### src/include/gated_timer_defines.vh
// Constants and register map of the sixteen-bit gated timer
`ifndef GATED_TIMER_DEFINES_VH
`define GATED_TIMER_DEFINES_VH

// Register byte offsets
`define ADDR_CONTROL      5'h00
`define ADDR_COUNT        5'h04
`define ADDR_PERIOD       5'h08
`define ADDR_STATUS       5'h0c
`define ADDR_MASK         5'h10

// Control field positions
`define BIT_RUN           15
`define BIT_IDLE_STOP     13
`define BIT_EXT_HI        9
`define BIT_EXT_LO        8
`define BIT_GATE          6
`define BIT_PS_HI         5
`define BIT_PS_LO         4
`define BIT_SYNC          2
`define BIT_CLK_SRC       1
`define CONTROL_WMASK     16'ha376

// Reset values
`define CONTROL_RESET     16'h0000
`define COUNT_RESET       16'h0000
`define PERIOD_RESET      16'hffff
`define STATUS_RESET      2'b00
`define MASK_RESET        2'b00

// Extended source codes
`define EXT_SECONDARY     2'b00
`define EXT_PIN           2'b01
`define EXT_LOW_POWER_RC_OSC          2'b10

// Status bits
`define ST_MATCH          0
`define ST_GATE_FALL      1

`endif

### src/hdl/edge_tick.v
// Rising-edge detector for one clock source, optional two-stage synchroniser
`timescale 1ns/1ps
module edge_tick
(
  input  wire clk_i,
  input  wire rst_i,
  input  wire src_i,
  input  wire sync_en_i,
  output wire tick_o
);
  reg s1_reg;
  reg s2_reg;
  reg last_reg;
  wire sample;

  // Synchronised path is two flops later; raw path samples directly
  always @(posedge clk_i)
  begin
    if (rst_i)
    begin
      s1_reg   <= 1'b0;
      s2_reg   <= 1'b0;
      last_reg <= 1'b0;
    end
    else
    begin
      s1_reg   <= src_i;
      s2_reg   <= s1_reg;
      last_reg <= sample;
    end
  end

  // Unsynchronised path still samples once; a true async domain is not modelled
  assign sample = sync_en_i ? s2_reg : src_i;
  assign tick_o = sample & ~last_reg;
endmodule // edge_tick

### src/hdl/gated_timer.v
// Sixteen-bit gated timer with Wishbone register access
`timescale 1ns/1ps
`include "gated_timer_defines.vh"
module gated_timer
(
  input  wire        clk_i,
  input  wire        rst_i,
  input  wire        cyc_i,
  input  wire        stb_i,
  input  wire        we_i,
  input  wire [4:0]  adr_i,
  input  wire [3:0]  sel_i,
  input  wire [31:0] dat_i,
  output reg  [31:0] dat_o,
  output reg         ack_o,
  output reg         err_o,
  input  wire        idle_i,
  input  wire        gate_i,
  input  wire        secondary_osc_i,
  input  wire        external_clock_pin_i,
  input  wire        low_power_rc_osc_i,
  output wire        irq_o
);
  reg  [15:0] control_reg;
  reg  [15:0] count_reg;
  reg  [15:0] period_reg;
  reg  [1:0]  status_reg;
  reg  [1:0]  mask_reg;
  reg  [7:0]  presc_reg;
  reg         gate_last_reg;
  reg  [15:0] wr_val;
  reg  [1:0]  status_next;
  reg  [31:0] rd_next;
  reg         ext_src;
  reg         presc_hit;
  reg         active;
  reg         in_tick;
  wire        ext_tick;
  wire        req;
  wire        wr;
  wire        rd;
  wire        hit_ctl;
  wire        hit_cnt;
  wire        hit_per;
  wire        hit_sts;
  wire        hit_msk;
  wire        mapped;
  wire        gate_mode;
  wire        gate_fall;
  wire        step;
  wire        match;

  // Lane merge for 16-bit registers in the low half of the word
  function [15:0] merge16;
    input [15:0] old_v;
    input [31:0] new_v;
    input [3:0]  sel;
    begin
      merge16[7:0]  = sel[0] ? new_v[7:0] : old_v[7:0];
      merge16[15:8] = sel[1] ? new_v[15:8] : old_v[15:8];
    end
  endfunction

  // Full five-bit compare, so no register aliases into a hole
  function addr_hit;
    input [4:0] adr;
    input [4:0] offset;
    begin
      addr_hit = (adr == offset);
    end
  endfunction

  // Upper lanes of a 16-bit register always read as zero
  function [31:0] widen16;
    input [15:0] v;
    begin
      widen16 = {16'h0000, v};
    end
  endfunction

  // Address decode
  assign req     = cyc_i & stb_i & ~ack_o & ~err_o;
  assign hit_ctl = addr_hit(adr_i, `ADDR_CONTROL);
  assign hit_cnt = addr_hit(adr_i, `ADDR_COUNT);
  assign hit_per = addr_hit(adr_i, `ADDR_PERIOD);
  assign hit_sts = addr_hit(adr_i, `ADDR_STATUS);
  assign hit_msk = addr_hit(adr_i, `ADDR_MASK);
  assign mapped  = hit_ctl | hit_cnt | hit_per | hit_sts | hit_msk;
  assign wr      = req & we_i & mapped;
  assign rd      = req & ~we_i & mapped;

  // Extended clock source mux; the reserved code counts nothing
  always @*
  begin
    case (control_reg[`BIT_EXT_HI:`BIT_EXT_LO])
      `EXT_SECONDARY: ext_src = secondary_osc_i;
      `EXT_PIN:       ext_src = external_clock_pin_i;
      `EXT_LOW_POWER_RC_OSC:      ext_src = low_power_rc_osc_i;
      default:        ext_src = 1'b0;
    endcase
  end

  edge_tick u_edge
  (
    .clk_i     (clk_i),
    .rst_i     (rst_i),
    .src_i     (ext_src),
    .sync_en_i (control_reg[`BIT_SYNC]),
    .tick_o    (ext_tick)
  );

  // Gating only has meaning on the internal clock
  assign gate_mode = control_reg[`BIT_GATE] & ~control_reg[`BIT_CLK_SRC];
  assign gate_fall = gate_mode & control_reg[`BIT_RUN] & gate_last_reg & ~gate_i;

  // Input tick selection and run qualification
  always @*
  begin
    active = control_reg[`BIT_RUN] & ~(idle_i & control_reg[`BIT_IDLE_STOP]);
    if (control_reg[`BIT_CLK_SRC])
      in_tick = ext_tick;
    else
      in_tick = 1'b1;
    if (gate_mode & ~gate_i)
      in_tick = 1'b0;
    case (control_reg[`BIT_PS_HI:`BIT_PS_LO])
      2'b00:   presc_hit = 1'b1;
      2'b01:   presc_hit = (presc_reg[2:0] == 3'h7);
      2'b10:   presc_hit = (presc_reg[5:0] == 6'h3f);
      default: presc_hit = (presc_reg == 8'hff);
    endcase
  end

  assign step  = active & in_tick & presc_hit;
  assign match = (count_reg == period_reg);

  // Prescaler counts qualified input ticks
  always @(posedge clk_i)
  begin
    if (rst_i)
      presc_reg <= 8'h00;
    else if (wr & hit_ctl & control_reg[`BIT_RUN])
      presc_reg <= 8'h00;
    else if (active & in_tick)
      presc_reg <= presc_reg + 8'h01;
  end

  // Control, period, mask and counter
  always @(posedge clk_i)
  begin
    if (rst_i)
    begin
      control_reg   <= `CONTROL_RESET;
      count_reg     <= `COUNT_RESET;
      period_reg    <= `PERIOD_RESET;
      mask_reg      <= `MASK_RESET;
      gate_last_reg <= 1'b0;
    end
    else
    begin
      gate_last_reg <= gate_i;
      if (wr & hit_ctl)
        control_reg <= merge16(control_reg, dat_i, sel_i) & `CONTROL_WMASK;
      if (wr & hit_per)
        period_reg <= merge16(period_reg, dat_i, sel_i);
      if (wr & hit_msk & sel_i[0])
        mask_reg <= dat_i[1:0];
      // Software write wins over a simultaneous tick
      if (wr & hit_cnt)
        count_reg <= merge16(count_reg, dat_i, sel_i);
      else if (step & match)
        count_reg <= 16'h0000;
      else if (step)
        count_reg <= count_reg + 16'h0001;
    end
  end

  // Sticky events: a new event beats the clear-on-read
  always @*
  begin
    status_next = status_reg;
    if (rd & hit_sts)
      status_next = 2'b00;
    if (step & match)
      status_next[`ST_MATCH] = 1'b1;
    if (gate_fall)
      status_next[`ST_GATE_FALL] = 1'b1;
  end

  always @(posedge clk_i)
  begin
    if (rst_i)
      status_reg <= `STATUS_RESET;
    else
      status_reg <= status_next;
  end

  assign irq_o = |(status_reg & mask_reg);

  // Read data mux
  always @*
  begin
    rd_next = 32'h0000_0000;
    if (hit_ctl)
      rd_next = widen16(control_reg);
    else if (hit_cnt)
      rd_next = widen16(count_reg);
    else if (hit_per)
      rd_next = widen16(period_reg);
    else if (hit_sts)
      rd_next = {30'h0, status_reg};
    else if (hit_msk)
      rd_next = {30'h0, mask_reg};
  end

  // One-cycle answer; unmapped addresses get err
  always @(posedge clk_i)
  begin
    if (rst_i)
    begin
      ack_o <= 1'b0;
      err_o <= 1'b0;
      dat_o <= 32'h0000_0000;
    end
    else
    begin
      ack_o <= req & mapped;
      err_o <= req & ~mapped;
      if (rd)
        dat_o <= rd_next;
    end
  end
endmodule // gated_timer

### config.mk
export PLATFORM = sky130hd
export DESIGN_NAME = gated_timer
export DESIGN_NICKNAME = d
export VERILOG_FILES = /design/src/hdl/edge_tick.v /design/src/hdl/gated_timer.v
export VERILOG_INCLUDE_DIRS = /design/src /design/src/include
export SDC_FILE = /design/constraint.sdc
export NUM_CORES = 1
export LEC_CHECK = 0
export BUFFER_PORTS_ARGS = -buffer_cell sky130_fd_sc_hd__buf_2
export CAP_MARGIN = 20
export CORE_MARGIN = 1.5
export CORE_UTILIZATION = 50
export DETAILED_ROUTE_END_ITERATION = 12
export PLACE_DENSITY = 0.73
export SETUP_SLACK_MARGIN = 0.05
export SLEW_MARGIN = 20
export SYNTH_ARGS = -nofsm -noshare
export SYNTH_HDL_FRONTEND = slang
export SYNTH_HIERARCHICAL = 1
export SYNTH_SLANG_ARGS = --single-unit
### constraint.sdc
create_clock -name clk_i -period 5 [get_ports clk_i]
set_clock_uncertainty 0.15 [all_clocks]
set_input_delay 0.75 -clock clk_i [delete_from_list [all_inputs] [get_ports clk_i]]
set_output_delay 0.75 -clock clk_i [all_outputs]
set_load 0.005 [all_outputs]
* Word-level counts from Yosys, hierarchy flattened *
Index checks and enable logic that the tools add are counted.
W data, S select, Z words.

word-level totals
  bits in registers = 91
  input bits = 51
  output and inout bits = 35
  word-level logic and storage cells = 105

cells by class
  $add $sub $neg = 2
  equal/unequal tests = 14
  mux-type cells = 18
  bitwise gates (word level) = 40
  reductions and logical operators = 14

operators by type and width
  operator                 number
  $mux W16                 6
  $and A1 B1 Y1            27
  $add A16 B1 Y16 const B  1
  $eq A16 B16 Y1           1
  $mux W8                  2
  $reduce_and A2 Y1        6
  $eq A5 B4 Y1 const B     2
  $add A8 B1 Y8 const B    1
  $eq A8 B8 Y1 const B     1
  $not A1 Y1               8
  $eq A6 B6 Y1 const B     1
  $mux W2                  3
  $pmux W1 S3              2
  $eq A5 B3 Y1 const B     1
  $eq A5 B5 Y1 const B     1
  $logic_not A5 Y1         1
  $mux W1                  5
  $eq A2 B1 Y1 const B     2
  $eq A2 B2 Y1 const B     2
  $logic_not A2 Y1         2
  $ne A2 B2 Y1 const B     2
  $or A1 B1 Y1             4
  $reduce_bool A2 Y1       2
  $reduce_or A2 Y1         2
  3 further kinds          3

* Longest topological paths before layout *
Gate-level depths: netlist (run 1).

  depth in word-level cells = 11
  gate-level depth with buffers = 11
  mapped depth without buffers = 10

* Cells and area by module *
The synthesis (run 1) kept the hierarchy.

modules (own cells, without submodules)
  module       instances  cells each  area an instance (µm²)  sequential area each (µm²)
  gated_timer  1          468         3876.2                  1441.4
  edge_tick    1          8           90.1                    60.1

* Worst setup path after synthesis (run 1) *
No wires, ideal clock.

  path type = input to register
  from = in low_power_rc_osc_i
  to = reg count_reg[13]
  library setup time = 0.103 ns
  arrival time = 2.338 ns
  required time = 4.747 ns
  path slack = 2.409 ns
  cell stages on the path = 11
  buffers on the path = 1
  cell sequence = mux2i_1 o21ai_0 mux2i_1 nor2_1 nand2b_1 nand4b_1 buf_2 a21o_1 o21ai_4 o21ai_2 a2111oi_2

on the way
  longest elaborated chain between the ends = 10
  elaborated cells on any way between the ends = 12
  those cells by class = mux: 6; bitwise: 4; reduce/logical: 2

ends and longest elaborated chain
  item                                                      RTL line           source
  from (decl)                                               gated_timer.v:21   input wire low_power_rc_osc_i,
  $pmux W1 S3 (*)                                           gated_timer.v:95   case (control_reg[`BIT_EXT_HI:`BIT_EXT_LO])
  named net ext_src                                         gated_timer.v:34   reg ext_src;
  $mux W1 (*)                                               edge_tick.v:34     assign sample = sync_en_i ? s2_reg : src_i;
  $and A1 B1 Y1 (*)                                         edge_tick.v:35     assign tick_o = sample & ~last_reg;
  named net ext_tick                                        gated_timer.v:38   wire ext_tick;
  $mux W1 (*)                                               gated_timer.v:120  if (control_reg[`BIT_CLK_SRC])
  $mux W1 (*)                                               gated_timer.v:124  if (gate_mode & ~gate_i)
  $and A1 B1 Y1 (*) (2 in series)                           gated_timer.v:134  assign step = active & in_tick & presc_hit;
  $and A1 B1 Y1                                             gated_timer.v:171  else if (step & match)
  $reduce_bool A3 Y1 (no line) or $mux W16 (tied branches)  --
  $reduce_and A2 Y1 (no line) or $mux W16 (tied branches)   --
  to (signal assigned)                                      gated_timer.v:154  count_reg <= `COUNT_RESET;
  to (signal assigned)                                      gated_timer.v:170  count_reg <= merge16(count_reg, dat_i, sel_i);
  to (signal assigned)                                      gated_timer.v:174  count_reg <= count_reg + 16'h0001;
  to (decl)                                                 gated_timer.v:25   reg [15:0] count_reg;

The timed path passes the listed nets; every way through them passes the cells marked *.
A chain may end at the register's enable or synchronous reset.

* Worst setup path after layout (run 1) *
  from = in low_power_rc_osc_i
  to = reg count_reg[5]

The elaborated chain is that of the path after synthesis.

==> run_results.csv, run 1 <==
group,metric,value,unit
synth,synthAdderAreaFrac,0.946,%
worst_hold_path,hp-start,"u_edge/s1_reg$_SDFF_PP0_",
clock_network,ctsHtreeMaxLevel,3,
layout,synthToLayoutAreaGrowth,10.9,%
power_and_ir_drop,static-leakage-power,1.58,nW
critical_path,reg2reg_slack,2.02,ns
power_and_ir_drop,vdd_drop_max,0.000198,V
clock_network,cts.clk_slew.worst_paths,0.08,ns
route,via_per_inst,5.90,
timing,finalSetupTns,0,ns
status,outcome,"finished clean",
power_and_ir_drop,powerDensity,270,nW/um^2
clock_network,root_buffer,"clkbuf_8",
timing,slew_headroom,32.4,%
synth,synth-xor-area-share,4.86,%
clock_network,cts_hold_buffers,0,
die,die_w,92.1,um
worst_hold_path,whs_path_depth,1,
job,drv_cap,0,
synth,synth_area_per_cell,8.33,um^2
die,die_area,8480,um^2
layout,drive_above_1_share,16.5,%
route,wire_per_inst,16.4,um
synth,synth-main-ff-cell,"dfxtp_1",
synth,async_reset_ff_share,0,%
place,dp_hpwl,6.98,mm
synth,yosys_register_bits,75,
timing,drv_slew,0,
global_route,grt_use_total,25.1,%
timing,period_share,60.3,%
synth,synth.area.mux_share,4.79,%
synth,netlist_area,3970,um^2
layout,layout_commonest_cell,"dfxtp_1",
route,wl,10.2,mm
synth,synth_compound_area_share,20.5,%
synth,ys_seq_area_share,37.9,%
worst_hold_path,worst_hold_path_type,"flip-flop to flip-flop",
synth,synth_top_family_by_area,"simple AND/OR/NAND/NOR gates",
layout,layout_common_cells,"75 x dfxtp_1, 54 x nor2_1, 52 x nand2_1",
layout,final_cells,618,
timing,whs,0.300,ns
timing,rsz0062_at_grt,"no",
synth,synthCells,476,
place,place.gp.congestion,0.925,
route,route.detailed.drc,0,
place,placed_area,4180,um^2
route,vias,3645,
global_route,grt_pass1_wl,16.6,mm
clock_network,clk_latency,0.36,ns
clock_network,cts_tree,"done",
global_route,antenna_found_initial,0,
worst_hold_path,min_to,"u_edge/s2_reg$_SDFF_PP0_",
synth,ys_warn_count,6,
global_route,grt_pass1_vias,3362,
critical_path,worstPathRequired,5.04,ns
die,core-area,7690,um^2
timing,tightest_slew,1.01,ns
route,drtAntennaViolNets,0,
critical_path,rr_worst_depth,10,
timing,timing.final.hold_violations,0,
clock_network,cts-buffers-inserted,9,
layout,diodes,0,
synth,synth_edf_count,0,
clock_network,clk_path_buf_depth,2,
global_route,grt_max_degree,52,
critical_path,r2r_end,"count_reg[5]$_SDFFE_PP0P_",
layout,final_area,4400,um^2
die,num_io_pins,86,
timing,worst_slack,1.99,ns
route,drt_pass1_iterations,6,
clock_network,ctsResizeCount,0,
place,io_buffers,51,
global_route,grt-ovfl-total,0,
timing,max_freq,332,MHz
critical_path,critical_path.max_fanout,10,
place,dp.cells,603,
die,std_cell_rows,32,
clock_network,post_cts_buffers,0,
critical_path,r2r-start,"control_reg[9]$_SDFFE_PP0P_",
layout,post-route-util,57.2,%
layout,layout.nets,566,
synth,synth_cell_types,64,
timing,setup_viol,0,
route,drtIter0Drc,307,
critical_path,cp-start-kind,"input port",
synth,yosys.area_share.simple,24.1,%
timing,period_minus_slack,3.01,ns
power_and_ir_drop,power.total,1.19,mW
critical_path,worstPathArrival,3.06,ns
critical_path,cp-end-kind,"flip-flop",
place,dp_slack,1.59,ns
critical_path,worstSetupPathType,"input port to flip-flop",
die,die_h,92.1,um
die,initial_utilization,51.6,%
clock_network,cts.sink_count,75,
[cells in the mapped netlist (5+ instances only)]
cell type | n | area (um^2)
clkbuf_1 | 14 | 52.6
buf_4 | 16 | 120
and2_1 | 9 | 56.3
nor2b_1 | 6 | 37.5
xnor2_1 | 20 | 175
nand2_1 | 52 | 195
a311oi_1 | 8 | 70.1
o21ai_0 | 12 | 60.1
inv_1 | 8 | 30.0
nor3_1 | 9 | 45.0
nand3_1 | 34 | 170
nand4_1 | 6 | 37.5
buf_2 | 9 | 45.0
dfxtp_1 | 75 | 1500
mux2i_1 | 19 | 190
a22oi_1 | 19 | 143
nor2_1 | 55 | 206
a21oi_1 | 21 | 105
a211oi_1 | 13 | 97.6
and3_1 | 5 | 31.3
[report_power, final]
part / total (mW) / leakage, nW / internal (mW) / switching [mW]
registers: 0.604 / 0.606 / 0.601 / 0.00307
logic: 0.0617 / 0.869 / 0.0207 / 0.0410
clock network: 0.519 / 0.108 / 0.290 / 0.229
[logic make-up after synthesis]
| logic type | after synthesis |
|---|---|
| other | 1 |
| muxes | 19 |
| and+or+nand+nor | 195 |
| DFF | 75 |
| adders and majority gates | 3 |
| buffers and inverters | 52 |
| AOI/OAI and AO/OA | 109 |
| xor gates and xnor gates | 22 |
[how the worst max path moves through the flow]
stage | startpoint | to | cells after the start
detailed placement | low_power_rc_osc_i | count_reg[13]$_SDFFE_PP0P_ | 11
finish | low_power_rc_osc_i | count_reg[5]$_SDFFE_PP0P_ | 11
global placement | low_power_rc_osc_i | count_reg[5]$_SDFFE_PP0P_ | 11
floorplan | low_power_rc_osc_i | count_reg[13]$_SDFFE_PP0P_ | 11
global route | low_power_rc_osc_i | count_reg[5]$_SDFFE_PP0P_ | 11
CTS | low_power_rc_osc_i | count_reg[13]$_SDFFE_PP0P_ | 11
[metal layers]
layer  GRT usage [%]  vias up  routed length, um  share of wire [%]
met5               0        -                  0                  0
li1                -     1755                  -                  -
met4            13.6        0                340                3.3
met2            37.0      180               4380                 43
met1            34.4     1681               4690                 46
met3            4.89       29                749                7.4
[worst max-delay path, cell delays in order]
cell	delay, ns
buf_2	0.07
mux2i_1	0.05
o21ai_0	0.22
mux2i_1	0.13
nor2_1	0.13
nand2b_1	0.12
nand4b_1	0.47
a21oi_4	0.49
nand2_1	0.28
o221ai_1	0.23
a221oi_1	0.10
[cell type report]
class                           count  area (um^2)
Clock buffer                       10          138
Timing Repair Buffer               53          270
Sequential cell                    75         1500
Clock inverter                      5         77.6
Multi-Input combinational cell    364         2250
Tap cell                          102          128
Fill cell                         733         3290
Inverter                            9         33.8
Note: power is estimated with default switching activity, not from simulation.
==> run 2, diff against run 1 <==
CORE_UTILIZATION = 49   (was 50)
PLACE_DENSITY = 0.75   (was 0.73)
clock period = 2.4 ns   (was 5 ns; I/O delays follow)
==> run_results.csv, run 2 (synthesized netlist as in run 1, its figures left out) <==
group,metric,value,unit
status,outcome,"finished clean",
power_and_ir_drop,vdd_drop_max,0.000362,V
layout,multiInputGateArea,2360,um^2
global_route,antenna_found_initial,0,
layout,diodes,0,
timing,worst_slack,0.0551,ns
timing,drv_slew,0,
route,drtAntennaViolNets,0,
critical_path,cp_cell_sequence,"mux2i_1 -> o21ai_1 -> mux2i_1 -> nor2_1 -> nand2b_1 -> nand4b_1 -> a21oi_4 -> buf_12 -> buf_12 -> a21oi_4 -> a221oi_2 -> nor3_1",
critical_path,worstPathRequired,2.47,ns
power_and_ir_drop,p_sw,0.566,mW
timing,max_freq,426,MHz
route,wl,11.0,mm
layout,drive_above_1_share,24.0,%
power_and_ir_drop,clockPowerShare,42.5,%
global_route,grt_use_total,25.9,%
timing,whs,0.0896,ns
place,dp_slack,-0.0985,ns
clock_network,cts-buffers-inserted,9,
route,via_per_inst,5.80,
place,dp_hpwl,7.77,mm
critical_path,critPathTopFamily,"compound AO/OA/AOI/OAI gates",
global_route,grt_pass1_wl,17.4,mm
power_and_ir_drop,p_comb_share,5.7,%
route,drtIter0Drc,374,
place,place.gp.congestion,0.925,
critical_path,critical_path.max_fanout,8,
critical_path,worstSetupPathType,"flip-flop to flip-flop",
die,die_h,93.0,um
timing,period_minus_slack,2.34,ns
power_and_ir_drop,power.total,2.43,mW
timing,slew_headroom,62.4,%
critical_path,path_buf_inv,2,
place,dp.cells,629,
global_route,grt-ovfl-total,0,
power_and_ir_drop,static-leakage-power,1.77,nW
die,initial_utilization,51.1,%
timing,tightest_slew,0.559,ns
route,route.detailed.drc,0,
layout,synthToLayoutAreaGrowth,20.4,%
layout,final_area,4780,um^2
timing,finalSetupTns,0,ns
layout,register_area,1500,um^2
layout,layout_common_cells,"74 x dfxtp_1, 54 x nor2_1, 51 x nand2_1, 51 x buf_2, 34 x nand3_1",
clock_network,cts_tree,"done",
die,std_cell_rows,32,
timing,period_share,97.7,%
global_route,grt_max_degree,51,
clock_network,cts_hold_buffers,0,
clock_network,root_buffer,"clkbuf_8",
power_and_ir_drop,switching_share,23.3,%
clock_network,ctsHtreeMaxLevel,3,
die,num_io_pins,86,
layout,post-route-util,61.5,%
timing,setup_viol,0,
power_and_ir_drop,p_int,1.87,mW
place,io_buffers,51,
critical_path,worstPathArrival,2.42,ns
power_and_ir_drop,p_seq_share,51.8,%
timing,rsz0062_at_grt,"yes",
clock_network,clk_path_buf_depth,2,
layout,final_cells,652,
layout,fillers,711,
worst_hold_path,worst_hold_path_type,"input port to flip-flop",
die,core-area,7770,um^2
route,vias,3781,
place,placed_area,4390,um^2
die,die_w,93.0,um
clock_network,cts.sink_count,75,
critical_path,cp-end-kind,"flip-flop",
power_and_ir_drop,powerDensity,509,nW/um^2
critical_path,cp_slowest_cell,"dfxtp_2",
layout,layout_commonest_cell,"dfxtp_1",
route,wire_per_inst,16.9,um
job,drv_cap,0,
critical_path,cp-start-kind,"flip-flop",
timing,timing.final.hold_violations,0,
route,drt_pass1_iterations,5,
global_route,grt_pass1_vias,3400,
critical_path,cpPeakStageDelay,0.33,ns
clock_network,cts.clk_slew.worst_paths,0.08,ns
die,die_area,8640,um^2
layout,layout.nets,599,
clock_network,clk_latency,0.35,ns
-- run 2: final timing paths --
path                                                  start                        end  slack, ns  cells after the start
worst max-delay path            control_reg[9]$_SDFFE_PP0P_  count_reg[1]$_SDFFE_PP0P_       0.06                     12
worst min-delay path                                 gate_i   gate_last_reg$_SDFF_PP0_       0.09                      2
worst max register to register  control_reg[9]$_SDFFE_PP0P_  count_reg[1]$_SDFFE_PP0P_       0.06                     12
worst min register to register     u_edge/s1_reg$_SDFF_PP0_   u_edge/s2_reg$_SDFF_PP0_       0.30                      1
-- run 2: power groups by stage --
stage | clock (mW) | combinational (mW) | sequential, mW
after floorplan | 0 | 0.0830 | 1.29
after global placement | 0 | 0.131 | 1.29
after detailed placement | 0 | 0.133 | 1.29
after CTS | 1.04 | 0.133 | 1.26
after global routing | 1.10 | 0.151 | 1.26
final | 1.03 | 0.139 | 1.26
-- run 2: timing repair --
action,4_1_cts,5_1_grt
pin swaps,3,12
gates cloned,0,2
resized for setup,5,22
setup endpoints to repair,10,19
setup buffers,0,5
-- run 2: cell type report --
type,instances,share of cell area (%)
timing repair buffer,84,11.4
multi-input combinational,366,49.3
clock inverter,4,0.995
tap,102,2.67
clock buffer,12,3.46
sequential,75,31.5
inverter,9,0.707
-- run 2: routing by layer --
| metal | vias to the layer above | global-route usage, % | part of all wire (%) |
|---|---|---|---|
| met4 | 0 | 8.08 | 1.6 |
| met1 | 1770 | 36.0 | 45 |
| li1 | 1828 | - | - |
| met2 | 165 | 41.1 | 47 |
| met3 | 18 | 3.98 | 6.8 |
| met5 | - | 0 | 0 |
-- run 2: worst register-to-register path, stage by stage, from the launching register on --
cell,delay (ns)
dfxtp_2,0.33
mux2i_1,0.11
o21ai_1,0.18
mux2i_1,0.11
nor2_1,0.13
nand2b_1,0.12
nand4b_1,0.22
a21oi_4,0.21
buf_12,0.16
buf_12,0.11
a21oi_4,0.09
a221oi_2,0.23
nor3_1,0.07
